<file path="config.mk">
export PLATFORM = sky130hd
export DESIGN_NAME = dual_tone_serial_readout
export DESIGN_NICKNAME = d
export VERILOG_FILES = /design/src/hw/tone_readout_pkg.sv /design/src/hw/code_fifo.sv /design/src/hw/dual_tone_serial_readout.sv
export VERILOG_INCLUDE_DIRS = /design/src /design/src/hw
export SDC_FILE = /design/constraint.sdc
export NUM_CORES = 1
export LEC_CHECK = 0
export ABC_AREA = 1
export BUFFER_PORTS_ARGS = -buffer_cell sky130_fd_sc_hd__buf_2
export CAP_MARGIN = 20
export CORE_MARGIN = 1
export CORE_UTILIZATION = 50
export DETAILED_ROUTE_END_ITERATION = 8
export PLACE_DENSITY = 0.66
export SLEW_MARGIN = 30
export SYNTH_ARGS = -nofsm -noshare
export SYNTH_HDL_FRONTEND = slang
export SYNTH_SLANG_ARGS = --single-unit
</file>
<file path="constraint.sdc">
create_clock -name i_ref_clk -period 2.2 [get_ports i_ref_clk]
set_input_delay 0.44 -clock i_ref_clk [delete_from_list [all_inputs] [get_ports i_ref_clk]]
set_output_delay 0.44 -clock i_ref_clk [all_outputs]
set_load 0.02 [all_outputs]
</file>
<file path="src/hw/tone_readout_consts.svh">
// Offsets-free constant set: timing and field figures for the tone readout
`ifndef TONE_READOUT_CONSTS_SVH
`define TONE_READOUT_CONSTS_SVH

// ----------------------------------------------------------------
// Clocks
// ----------------------------------------------------------------
`define SYS_CLK_HZ 64'd20000000
`define REF_CLK_HZ 64'd4194304

// ----------------------------------------------------------------
// Detection times, in microseconds
// ----------------------------------------------------------------
`define PRESENCE_DETECT_TIME_US 64'd12000
`define ABSENCE_DETECT_TIME_US 64'd5000
`define US_PER_S 64'd1000000

// Reference ticks per detection time, rounded down
`define PRESENCE_TICKS \
    (`PRESENCE_DETECT_TIME_US * `REF_CLK_HZ / `US_PER_S)
`define ABSENCE_TICKS \
    (`ABSENCE_DETECT_TIME_US * `REF_CLK_HZ / `US_PER_S)

// ----------------------------------------------------------------
// Field sizes
// ----------------------------------------------------------------
`define CODE_BITS 4
`define CODE_LAST_BIT 2'h3
`define TICK_CNT_BITS 16
`define PHASE_BITS 25
`define FIFO_DEPTH 2
`define SYNC_BITS 6

`endif

</file>
<file path="src/hw/tone_readout_pkg.sv">
// Types shared by the tone readout design
package tone_readout_pkg;

    typedef enum logic [1:0] {
        SER_IDLE = 2'b00,
        SER_SHIFT = 2'b01,
        SER_DONE = 2'b11
    } ser_state_t;

    typedef logic [3:0] key_code_t;

endpackage
</file>
<file path="src/hw/code_fifo.sv">
// Two-entry code buffer with valid/ready on both sides
`timescale 1ns/1ps
`default_nettype none

module code_fifo #(
    parameter int WIDTH = 4,
    parameter int DEPTH = 2
) (
    input wire logic i_ref_clk,
    input wire logic i_nrst,
    input wire logic i_in_valid,
    output logic o_in_ready,
    input wire logic [WIDTH-1:0] i_in_data,
    output logic o_out_valid,
    input wire logic i_out_ready,
    output logic [WIDTH-1:0] o_out_data
);

    localparam int PW = (DEPTH > 1) ? $clog2(DEPTH) : 1;

    logic [WIDTH-1:0] mem_r [DEPTH];
    logic [WIDTH-1:0] mem_nxt [DEPTH];
    logic [PW-1:0] wr_ptr_r, wr_ptr_nxt;
    logic [PW-1:0] rd_ptr_r, rd_ptr_nxt;
    logic [PW:0] count_r, count_nxt;
    logic [WIDTH-1:0] out_data_r, out_data_nxt;
    logic push, pop;

    // Room for a word whenever fewer than DEPTH are held, empty included
    assign o_in_ready = (count_r < (PW+1)'(DEPTH));
    assign o_out_valid = (count_r != '0);
    assign o_out_data = out_data_r;
    assign push = i_in_valid && o_in_ready;
    assign pop = o_out_valid && i_out_ready;

    function automatic logic [PW-1:0] bump(input logic [PW-1:0] p);
        bump = (p == PW'(DEPTH - 1)) ? '0 : PW'(p + 1'b1);
    endfunction

    always_comb
    begin
        mem_nxt = mem_r;
        wr_ptr_nxt = wr_ptr_r;
        rd_ptr_nxt = rd_ptr_r;
        count_nxt = count_r;
        if (push)
        begin
            mem_nxt[wr_ptr_r] = i_in_data;
            wr_ptr_nxt = bump(wr_ptr_r);
        end
        if (pop)
        begin
            rd_ptr_nxt = bump(rd_ptr_r);
        end
        if (push && !pop)
        begin
            count_nxt = (PW+1)'(count_r + 1'b1);
        end
        else if (pop && !push)
        begin
            count_nxt = (PW+1)'(count_r - 1'b1);
        end
        // Head word registered so the consumer sees a flop output
        if (count_nxt == '0)
        begin
            out_data_nxt = out_data_r;
        end
        else if (count_r == '0 || (pop && count_r == (PW+1)'(1)))
        begin
            out_data_nxt = i_in_data;
        end
        else
        begin
            out_data_nxt = mem_nxt[rd_ptr_nxt];
        end
    end

    always_ff @(posedge i_ref_clk or negedge i_nrst)
    begin
        if (!i_nrst)
        begin
            for (int i = 0; i < DEPTH; i++)
            begin
                mem_r[i] <= '0;
            end
            wr_ptr_r <= '0;
            rd_ptr_r <= '0;
            count_r <= '0;
            out_data_r <= '0;
        end
        else
        begin
            mem_r <= mem_nxt;
            wr_ptr_r <= wr_ptr_nxt;
            rd_ptr_r <= rd_ptr_nxt;
            count_r <= count_nxt;
            out_data_r <= out_data_nxt;
        end
    end

endmodule
`default_nettype wire

</file>
<file path="src/hw/dual_tone_serial_readout.sv">
// Tone-pair qualifier, key coder and acknowledge-driven serial readout
`timescale 1ns/1ps
`default_nettype none
`include "tone_readout_consts.svh"

module dual_tone_serial_readout #(
    parameter logic [15:0] PRESENCE_TICKS = 16'(`PRESENCE_TICKS),
    parameter logic [15:0] ABSENCE_TICKS = 16'(`ABSENCE_TICKS)
) (
    input wire logic i_ref_clk,
    input wire logic i_nrst,
    input wire logic i_tone_present,
    input wire logic [1:0] i_row_sel,
    input wire logic [1:0] i_col_sel,
    input wire logic i_ack,
    output logic o_early_steering_flag,
    output logic o_serial_code_out
);

    // ----------------------------------------------------------------
    // Pin synchronisers
    // ----------------------------------------------------------------
    logic [`SYNC_BITS-1:0] sync1_r, sync2_r;
    logic tone_s, ack_s, ack_prev_r;
    logic [1:0] row_s, col_s;

    always_ff @(posedge i_ref_clk or negedge i_nrst)
    begin
        if (!i_nrst)
        begin
            sync1_r <= '0;
            sync2_r <= '0;
            ack_prev_r <= 1'b0;
        end
        else
        begin
            sync1_r <= {i_ack, i_tone_present, i_row_sel, i_col_sel};
            sync2_r <= sync1_r;
            ack_prev_r <= ack_s;
        end
    end

    assign {ack_s, tone_s, row_s, col_s} = sync2_r;

    logic ack_rise;
    assign ack_rise = ack_s && !ack_prev_r;

    // ----------------------------------------------------------------
    // Reference tick, 4.194304 MHz enable from the system clock
    // ----------------------------------------------------------------
    // Fractional accumulator: average rate exact, jitter one clock
    logic [`PHASE_BITS-1:0] phase_r, phase_nxt;
    logic ref_tick;
    logic [`PHASE_BITS:0] phase_sum;

    always_comb
    begin
        phase_sum = {1'b0, phase_r} + (`PHASE_BITS+1)'(`REF_CLK_HZ);
        ref_tick = (phase_sum >= (`PHASE_BITS+1)'(`SYS_CLK_HZ));
        if (ref_tick)
        begin
            phase_nxt = `PHASE_BITS'(phase_sum -
                (`PHASE_BITS+1)'(`SYS_CLK_HZ));
        end
        else
        begin
            phase_nxt = `PHASE_BITS'(phase_sum);
        end
    end

    // ----------------------------------------------------------------
    // Key coder
    // ----------------------------------------------------------------
    function automatic tone_readout_pkg::key_code_t key_code(
        input logic [1:0] row,
        input logic [1:0] col
    );
        case ({row, col})
            4'h0: key_code = 4'h1;
            4'h1: key_code = 4'h2;
            4'h2: key_code = 4'h3;
            4'h4: key_code = 4'h4;
            4'h5: key_code = 4'h5;
            4'h6: key_code = 4'h6;
            4'h8: key_code = 4'h7;
            4'h9: key_code = 4'h8;
            4'hA: key_code = 4'h9;
            4'hD: key_code = 4'hA;
            4'hC: key_code = 4'hB;
            4'hE: key_code = 4'hC;
            4'h3: key_code = 4'hD;
            4'h7: key_code = 4'hE;
            4'hB: key_code = 4'hF;
            default: key_code = 4'h0;
        endcase
    endfunction

    // ----------------------------------------------------------------
    // Steering qualifier
    // ----------------------------------------------------------------
    logic steer_r, steer_nxt;
    logic [`TICK_CNT_BITS-1:0] tick_cnt_r, tick_cnt_nxt;
    logic push_valid, push_ready;
    tone_readout_pkg::key_code_t push_code;

    assign push_code = key_code(row_s, col_s);

    always_comb
    begin
        steer_nxt = steer_r;
        tick_cnt_nxt = tick_cnt_r;
        push_valid = 1'b0;
        if (steer_r == tone_s)
        begin
            tick_cnt_nxt = '0;
        end
        // Saturates so a long wait on a full buffer cannot wrap the count
        else if (ref_tick && tick_cnt_r != '1)
        begin
            tick_cnt_nxt = `TICK_CNT_BITS'(tick_cnt_r + 1'b1);
        end
        if (!steer_r && tone_s && tick_cnt_r >= PRESENCE_TICKS)
        begin
            // Full buffer holds the flag low so no key is dropped
            push_valid = 1'b1;
            if (push_ready)
            begin
                steer_nxt = 1'b1;
                tick_cnt_nxt = '0;
            end
        end
        else if (steer_r && !tone_s && tick_cnt_r >= ABSENCE_TICKS)
        begin
            steer_nxt = 1'b0;
            tick_cnt_nxt = '0;
        end
    end

    always_ff @(posedge i_ref_clk or negedge i_nrst)
    begin
        if (!i_nrst)
        begin
            phase_r <= '0;
            steer_r <= 1'b0;
            tick_cnt_r <= '0;
        end
        else
        begin
            phase_r <= phase_nxt;
            steer_r <= steer_nxt;
            tick_cnt_r <= tick_cnt_nxt;
        end
    end

    assign o_early_steering_flag = steer_r;

    // ----------------------------------------------------------------
    // Code buffer between coder and serialiser
    // ----------------------------------------------------------------
    logic pop_valid, pop_ready;
    tone_readout_pkg::key_code_t pop_code;

    code_fifo #(
        .WIDTH(`CODE_BITS),
        .DEPTH(`FIFO_DEPTH)
    ) i_code_fifo (
        .i_ref_clk(i_ref_clk),
        .i_nrst(i_nrst),
        .i_in_valid(push_valid),
        .o_in_ready(push_ready),
        .i_in_data(push_code),
        .o_out_valid(pop_valid),
        .i_out_ready(pop_ready),
        .o_out_data(pop_code)
    );

    // ----------------------------------------------------------------
    // Serialiser
    // ----------------------------------------------------------------
    tone_readout_pkg::ser_state_t ser_state_r, ser_state_nxt;
    tone_readout_pkg::key_code_t shift_r, shift_nxt;
    logic [1:0] bit_idx_r, bit_idx_nxt;
    logic ser_bit_r, ser_bit_nxt;
    logic armed_r, armed_nxt;

    // Armed by each new steering rise; cleared once a code is taken
    assign pop_ready = (ser_state_r != tone_readout_pkg::SER_SHIFT) &&
        ack_rise && steer_r && armed_r;

    always_comb
    begin
        ser_state_nxt = ser_state_r;
        shift_nxt = shift_r;
        bit_idx_nxt = bit_idx_r;
        ser_bit_nxt = ser_bit_r;
        armed_nxt = armed_r;
        if (steer_nxt && !steer_r)
        begin
            armed_nxt = 1'b1;
        end
        case (ser_state_r)
            tone_readout_pkg::SER_IDLE, tone_readout_pkg::SER_DONE:
            begin
                if (pop_ready && pop_valid)
                begin
                    shift_nxt = pop_code;
                    ser_bit_nxt = pop_code[0];
                    bit_idx_nxt = 2'h1;
                    armed_nxt = 1'b0;
                    ser_state_nxt = tone_readout_pkg::SER_SHIFT;
                end
            end
            tone_readout_pkg::SER_SHIFT:
            begin
                // A short burst leaves us here: next key reads stale bits
                if (ack_rise)
                begin
                    ser_bit_nxt = shift_r[bit_idx_r];
                    bit_idx_nxt = 2'(bit_idx_r + 1'b1);
                    if (bit_idx_r == `CODE_LAST_BIT)
                    begin
                        ser_state_nxt = tone_readout_pkg::SER_DONE;
                    end
                end
            end
            default:
            begin
                ser_state_nxt = tone_readout_pkg::SER_IDLE;
            end
        endcase
    end

    always_ff @(posedge i_ref_clk or negedge i_nrst)
    begin
        if (!i_nrst)
        begin
            ser_state_r <= tone_readout_pkg::SER_IDLE;
            shift_r <= '0;
            bit_idx_r <= '0;
            ser_bit_r <= 1'b0;
            armed_r <= 1'b0;
        end
        else
        begin
            ser_state_r <= ser_state_nxt;
            shift_r <= shift_nxt;
            bit_idx_r <= bit_idx_nxt;
            ser_bit_r <= ser_bit_nxt;
            armed_r <= armed_nxt;
        end
    end

    assign o_serial_code_out = ser_bit_r;

endmodule
`default_nettype wire

</file>
# Word level (Yosys, flattened, before mapping)
# Memories as Yosys holds them, arrays and structs flattened.
# Index checks and enable logic that the tools add are counted.
totals:
  ff_bits: 81
  latch_bits: 0
  ram_bits: 0
  romBits: 64
  in_bits: 8
  output_inout_bits: 2
  wordCells: 114
  mem_count: 1
op_classes:
  add_sub_neg: 8
  multipliers: 0
  n_div: 0
  order_cmp: 8
  n_eq_ne: 10
  shift: 0
  n_mux: 37
  bitwise_logic: 2
  reduce_logical: 31
mem_list:
  columns: ["name", "depth", "width", "read_ports", "rd_clocked_by_memory_dff", "write_ports", "line", "text"]
  rows:
  - ["(no name shown)", 16, 4, 1, 0, 0, "dual_tone_serial_readout.sv:78", "case ({row, col})"]
ops:
  columns: ["op", "count"]
  rows:
  - ["two-way mux 16 bit", 5]
  - ["adder 25 x 23 -> 26 bit (second input constant)", 1]
  - [">= comparator 26 x 25 -> 1 bit (second input constant)", 1]
  - ["two-way mux 25 bit", 1]
  - ["subtractor 25 bit (second input constant)", 1]
  - ["two-way mux 4 bit", 5]
  - ["adder 16 x 1 -> 16 bit (second input constant)", 1]
  - [">= comparator 16 x 15 -> 1 bit (second input constant)", 1]
  - [">= comparator 16 bit (second input constant)", 1]
  - ["logical AND 1 bit", 16]
  - ["!= test 16 bit (second input constant)", 1]
  - ["two-way mux 1 bit", 13]
  - ["two-way mux 2 bit", 6]
  - ["bitwise mux 8 bit", 1]
  - ["two-way mux 8 bit", 1]
  - ["one-hot mux 2 bit (2 select lines)", 2]
  - ["zero test 2 bit", 3]
  - ["AND reduction 3 bit", 2]
  - ["zero test 1 bit", 5]
  - ["adder 2 x 1 -> 2 bit (second input constant)", 2]
  - ["demux 4 bit (select 1 bit)", 1]
  - ["equality test 2 x 1 -> 1 bit (second input constant)", 2]
  - ["equality test 2 bit (second input constant)", 2]
  - [">= comparator 2 bit (second input constant)", 2]
  - ["other kinds (15)", 20]

# Logic depth before layout (Yosys ltp)
logic_depth:
  ltp_word: 12
  mapped_depth: 15

# Modules after synthesis
# Synthesis repeated with hierarchy kept, for this count alone.
hier_totals:
  cells_unflattened: 533
  hier_area_um2: 4242.8
by_module_without_submodules:
  columns: ["mod", "instances", "cells_each", "area_per_inst_um2", "seq_area_each_um2"]
  rows:
  - ["dual_tone_serial_readout", 1, 423, 3339.5, 1426.4]
  - ["code_fifo", 1, 110, 903.4, 400.4]

# Least setup slack after synthesis
# Ideal clock, no wire load.
synth_path:
  path_kind: "reg2reg"
  start: "register i_code_fifo.count_r[1]"
  end: "register i_code_fifo.out_data_r[0], in the netlist i_code_fifo.o_out_data[0]"
  setup_ns: 0.117
  t_arrival_ns: 1.683
  t_required_ns: 2.083
  setup_slack_ns: 0.400
  stages_incl_launch_ff: 12
  period_less_slack_ns: 1.800
  path_cell_list: "dfrtp_1 > inv_1 > clkbuf_1 > ha_1 > inv_1 > nand3_2 > o21ai_0 > inv_2 > nand3_1 > nand2_1 > nand2_1 > nand2_1"
synth_between:
  elab_chain_len: 8
synth_rtl:
  columns: ["element", "line", "text"]
  rows:
  - ["from (decl)", "code_fifo.sv:25", "logic [PW:0] count_r, count_nxt;"]
  - ["from (signal assigned)", "code_fifo.sv:96", "count_r <= count_nxt;"]
  - ["branches (longest 8 deep; another with less-than comparator 2 bit)", null, null]
  - ["to (signal assigned)", "code_fifo.sv:97", "out_data_r <= out_data_nxt;"]
  - ["to (decl)", "code_fifo.sv:26", "logic [WIDTH-1:0] out_data_r, out_data_nxt;"]
# Parallel ways; which one is timed is not known. The select of a mux whose other input is x is not followed.
# A chain may end at the register's enable or synchronous reset.

# Final worst setup path
layout_path:
  start: "register phase_r[8]"
  end: "register tick_cnt_r[15]"
layout_between:
  elab_chain_len: 7
layout_rtl:
  columns: ["element", "line", "text"]
  rows:
  - ["from (decl)", "dual_tone_serial_readout.sv:52", "logic [`PHASE_BITS-1:0] phase_r, phase_nxt;"]
  - ["from (signal assigned)", "dual_tone_serial_readout.sv:149", "phase_r <= phase_nxt;"]
  - ["adder 25 x 23 -> 26 bit (*)", "dual_tone_serial_readout.sv:58", "phase_sum = {1'b0, phase_r} + (`PHASE_BITS+1)'(`REF_CLK_HZ);"]
  - [">= comparator 26 x 25 -> 1 bit (*)", "dual_tone_serial_readout.sv:59", "ref_tick = (phase_sum >= (`PHASE_BITS+1)'(`SYS_CLK_HZ));"]
  - ["logical AND 1 bit (*)", "dual_tone_serial_readout.sv:118", "else if (ref_tick && tick_cnt_r != '1)"]
  - ["two-way mux 16 bit (*)", "dual_tone_serial_readout.sv:118", null]
  - ["two-way mux 16 bit (*)", "dual_tone_serial_readout.sv:113", "if (steer_r == tone_s)"]
  - ["two-way mux 16 bit, on equally long branches", "dual_tone_serial_readout.sv:132, dual_tone_serial_readout.sv:126", null]
  - ["two-way mux 16 bit (*)", "dual_tone_serial_readout.sv:122", "if (!steer_r && tone_s && tick_cnt_r >= PRESENCE_TICKS)"]
  - ["net tick_cnt_nxt[15]", "dual_tone_serial_readout.sv:102", "logic [`TICK_CNT_BITS-1:0] tick_cnt_r, tick_cnt_nxt;"]
  - ["to (signal assigned)", "dual_tone_serial_readout.sv:151", "tick_cnt_r <= tick_cnt_nxt;"]
  - ["to (decl)", "dual_tone_serial_readout.sv:102", null]
# The timed path passes the listed nets; every way through them passes the cells marked *.

==> results.cfg <==
[clocking]
cts-htree-levels = 3
cts_num_sinks = 73
cts_tree = done
cts_made_buffers = 9
holdBufCountCts = 0
clk_pin_slew_ns = 0.08
clock_path_buffers = 2
clkLatencyLatePin_ns = 0.35
cts_root_buffer = clkbuf_8

[floorplanning]
fp.dieH_microns = 93.4
initial_core_util_pct = 52.9
fp-row-count = 32
core_sq_um = 7890
chipWidth_microns = 93.4
pin_count = 10
dieArea_sq_um = 8720

[worst_setup_path]
cpMostUsedCell = nand2_1
critical_path_class = reg -> reg
critPathMaxFanout = 9
setup.worst_path.end_class = register
crit_chain = inv_1 -> ha_1 -> inv_1 -> nand3_1 -> nand3b_1 -> nand2_1 -> o21ai_1 -> nand2_1 -> nand2_2 -> inv_2 -> nand2_1 -> o21ai_0 -> nor2_1
required_ns = 2.44
crit_path_start_kind = register
slowest_stage = dfrtp_1
crit_arrival_ns = 2.28
max_stage_delay_ns = 0.38

[sta]
setup_viol = 0
rsz0062_at_grt = yes
hold_ws_ns = 0.00190
hold_violations = 0
max_freq_mhz = 491
slew-limit-headroom_pct = 72.0
fin_ws_ns = 0.162
finalWorstPathRequiredPeriod_ns = 2.04
final_max_slew_viol_count = 0
worstMarginPinSlew_ns = 0.416
clock-skew-final_ns = 0.00941
final_min_period_over_clock_period_pct = 92.6

[logic_synthesis]
synth_warnings = 0
ys_ff_latch = 73
synth_cell_types = 37
netlist_instances = 532
synth_nets = 558
synth_area_leaders = dfrtp_1, nand2_1, nand3_1, inv_1, ha_1
ys_seq_area_share_pct = 43.8
netlist_area_sq_um = 4170
synth.top_cell.area_share_pct = 43.8
avgSynthCellArea_sq_um = 7.85
synth_top_cell_by_area = dfrtp_1

[global_routing]
grt.total_usage_pct = 21.4
grt_max_degree = 46
grt_overflow = 0
antenna_found_initial = 0
grt_pass1_wl_mm = 14.7
grt_pass1_vias = 3381

[drt]
drt_pass1_iterations = 4
antenna_left = 0
drt_iter0_drc = 161
wl_per_cell_microns = 12.4
drc = 0
wirelength_mm = 8.24
num_vias = 3392
via_per_inst = 5.12

[placed_design]
placedCellCount = 646
gp_congestion = 0.861
dp.final_hpwl_mm = 5.95
place_area_sq_um = 4400
numPortBuffers = 9
dp_slack_ns = 0.190

[layout]
finalNonFillerCells = 663
syn_to_final_growth_pct = 10.1
fin_area_sq_um = 4600
nFillCells = 702
layout-drive-gt1-share_pct = 13.5
fin_nets = 582
antenna-diode-count = 0
utilization_pct = 58.3

[job]
max-cap-violations = 0

[pwr]
leakage_nw = 2.34
power.density_nw_per_um2 = 540
vdd_drop_max_mv = 0.423

[outcome]
status = finished clean

[hold_path]
min_path_type = in -> async
==> worst max-delay path: cells and delay by family (launching register included) <==
| family | cells | cell delay [ns] |
|---|---|---|
| AOI/OAI and AO/OA | 2 | 0.23 |
| adders and majority gates | 1 | 0.19 |
| buffers and inverters | 3 | 0.31 |
| and+or+nand+nor | 7 | 0.83 |
| DFF | 1 | 0.38 |
==> placed cells by master (no fill, tap or decap), drive strengths merged <==
cell type and instances:
a31oi 1, clkinv 1, o22ai 1, mux2 2, ha 18, nor2 46
clkinvlp 4, o21bai 1, nor3b 2, dfrtp 73, nand2 147, nor4 3
clkbuf 11, xor2 15, a21oi 19, inv 77, and2 1, nand4 17
xnor2 4, nor3 7, buf 20, nand3b 3, o21ai 29, nand3 58
a211oi 1
==> metal layers <==
metal | GRT usage, % | wire, microns | up-vias
li1 | - | - | 1757
met1 | 27.8 | 3950 | 1568
met2 | 35.4 | 3920 | 54
met3 | 3.82 | 244 | 13
met4 | 8.21 | 119 | 0
met5 | 0 | 0 | -
==> kinds of logic (layout without fill, tap and decap cells) <==
kind of cell             Yosys count  in the layout  share of synthesized area [%]
adder cells (fa/ha/maj)           18             18                           5.40
XOR/XNOR                          19             19                           3.99
flip-flops                        73             73                           43.8
AND/OR/NAND/NOR                  284            284                           31.4
multiplexers                       2              2                          0.540
buffers and inverters             84            113                           7.91
AO/OA/AOI/OAI                     52             52                           6.95
==> metrics by stage <==
step	total power, W	setup TNS (ns)
final	0.00248	0
after global routing	0.00259	-0.0118
after CTS	0.00252	0
after detailed placement	0.00150	0
after global placement	0.00149	0
after floorplan	0.00144	0
==> flip-flops by register name, indices dropped and copies added, names as in the netlist, 2 cells and up <==
name                    count
bit_idx_r                   2
i_code_fifo.count_r         2
i_code_fifo.mem_r           8
i_code_fifo.o_out_data      4
phase_r                    17
ser_state_r                 2
shift_r                     4
sync1_r                     6
sync2_r                     6
tick_cnt_r                 16
==> timing repair <==
| action | CTS | global route |
|---|---|---|
| setup buffers | 0 | 1 |
| gates resized for setup | 0 | 3 |
| endpoints found under the setup margin | 0 | 4 |
==> layout make-up <==
cell class / instances / area (sq um) / share of cell area (%)
Tap cell: 102 / 128 / 2.78
Timing Repair Buffer: 20 / 146 / 3.18
Clock inverter: 5 / 38.8 / 0.844
Multi-Input combinational cell: 375 / 2020 / 43.9
Clock buffer: 11 / 151 / 3.29
Inverter: 77 / 289 / 6.29
Sequential cell: 73 / 1830 / 39.7
==> Yosys cell counts <==
| cell | number |
|---|---|
| a211oi_1 | 1 |
| a21oi_1 | 18 |
| a21oi_2 | 1 |
| a31oi_1 | 1 |
| and2_1 | 1 |
| buf_2 | 3 |
| buf_4 | 1 |
| buf_6 | 1 |
| clkbuf_1 | 2 |
| clkinv_1 | 1 |
| dfrtp_1 | 73 |
| ha_1 | 18 |
| inv_1 | 66 |
| inv_2 | 10 |
| mux2_2 | 2 |
| nand2_1 | 139 |
| nand2_2 | 7 |
| nand2_4 | 1 |
| nand3_1 | 51 |
| nand3_2 | 7 |
| nand3b_1 | 3 |
| nand4_1 | 17 |
| nor2_1 | 43 |
| nor2_2 | 3 |
| nor3_1 | 4 |
| nor3_2 | 2 |
| nor3_4 | 1 |
| nor3b_1 | 1 |
| nor3b_2 | 1 |
| nor4_1 | 3 |
| o21ai_0 | 23 |
| o21ai_1 | 1 |
| o21ai_2 | 5 |
| o21bai_1 | 1 |
| o22ai_1 | 1 |
| xnor2_1 | 4 |
| xor2_1 | 15 |
==> path summary, 6_finish.rpt <==
kind,startpoint,to,slack [ns],depth (start not counted)
hold / removal,i_nrst,i_code_fifo.mem_r[6]$_DFF_PN0_,0.002,1
setup / recovery,phase_r[8]$_DFFE_PN0P_,tick_cnt_r[15]$_DFF_PN0_,0.16,13
min in group i_ref_clk,i_row_sel[0],sync1_r[2]$_DFF_PN0_,0.19,1
max in group asynchronous,i_nrst,tick_cnt_r[12]$_DFF_PN0_,1.64,2
hold reg to reg,sync1_r[5]$_DFF_PN0_,sync2_r[5]$_DFF_PN0_,0.35,0
setup reg to reg,phase_r[8]$_DFFE_PN0P_,tick_cnt_r[15]$_DFF_PN0_,0.16,13
==> power by group <==
part	switching [W]	leakage, nW	internal, W
clock network	0.000540	0.0842	0.000475
logic	0.0000690	1.30	0.0000339
registers	0.00000978	0.948	0.00135
(Power assumes the default switching activity.)
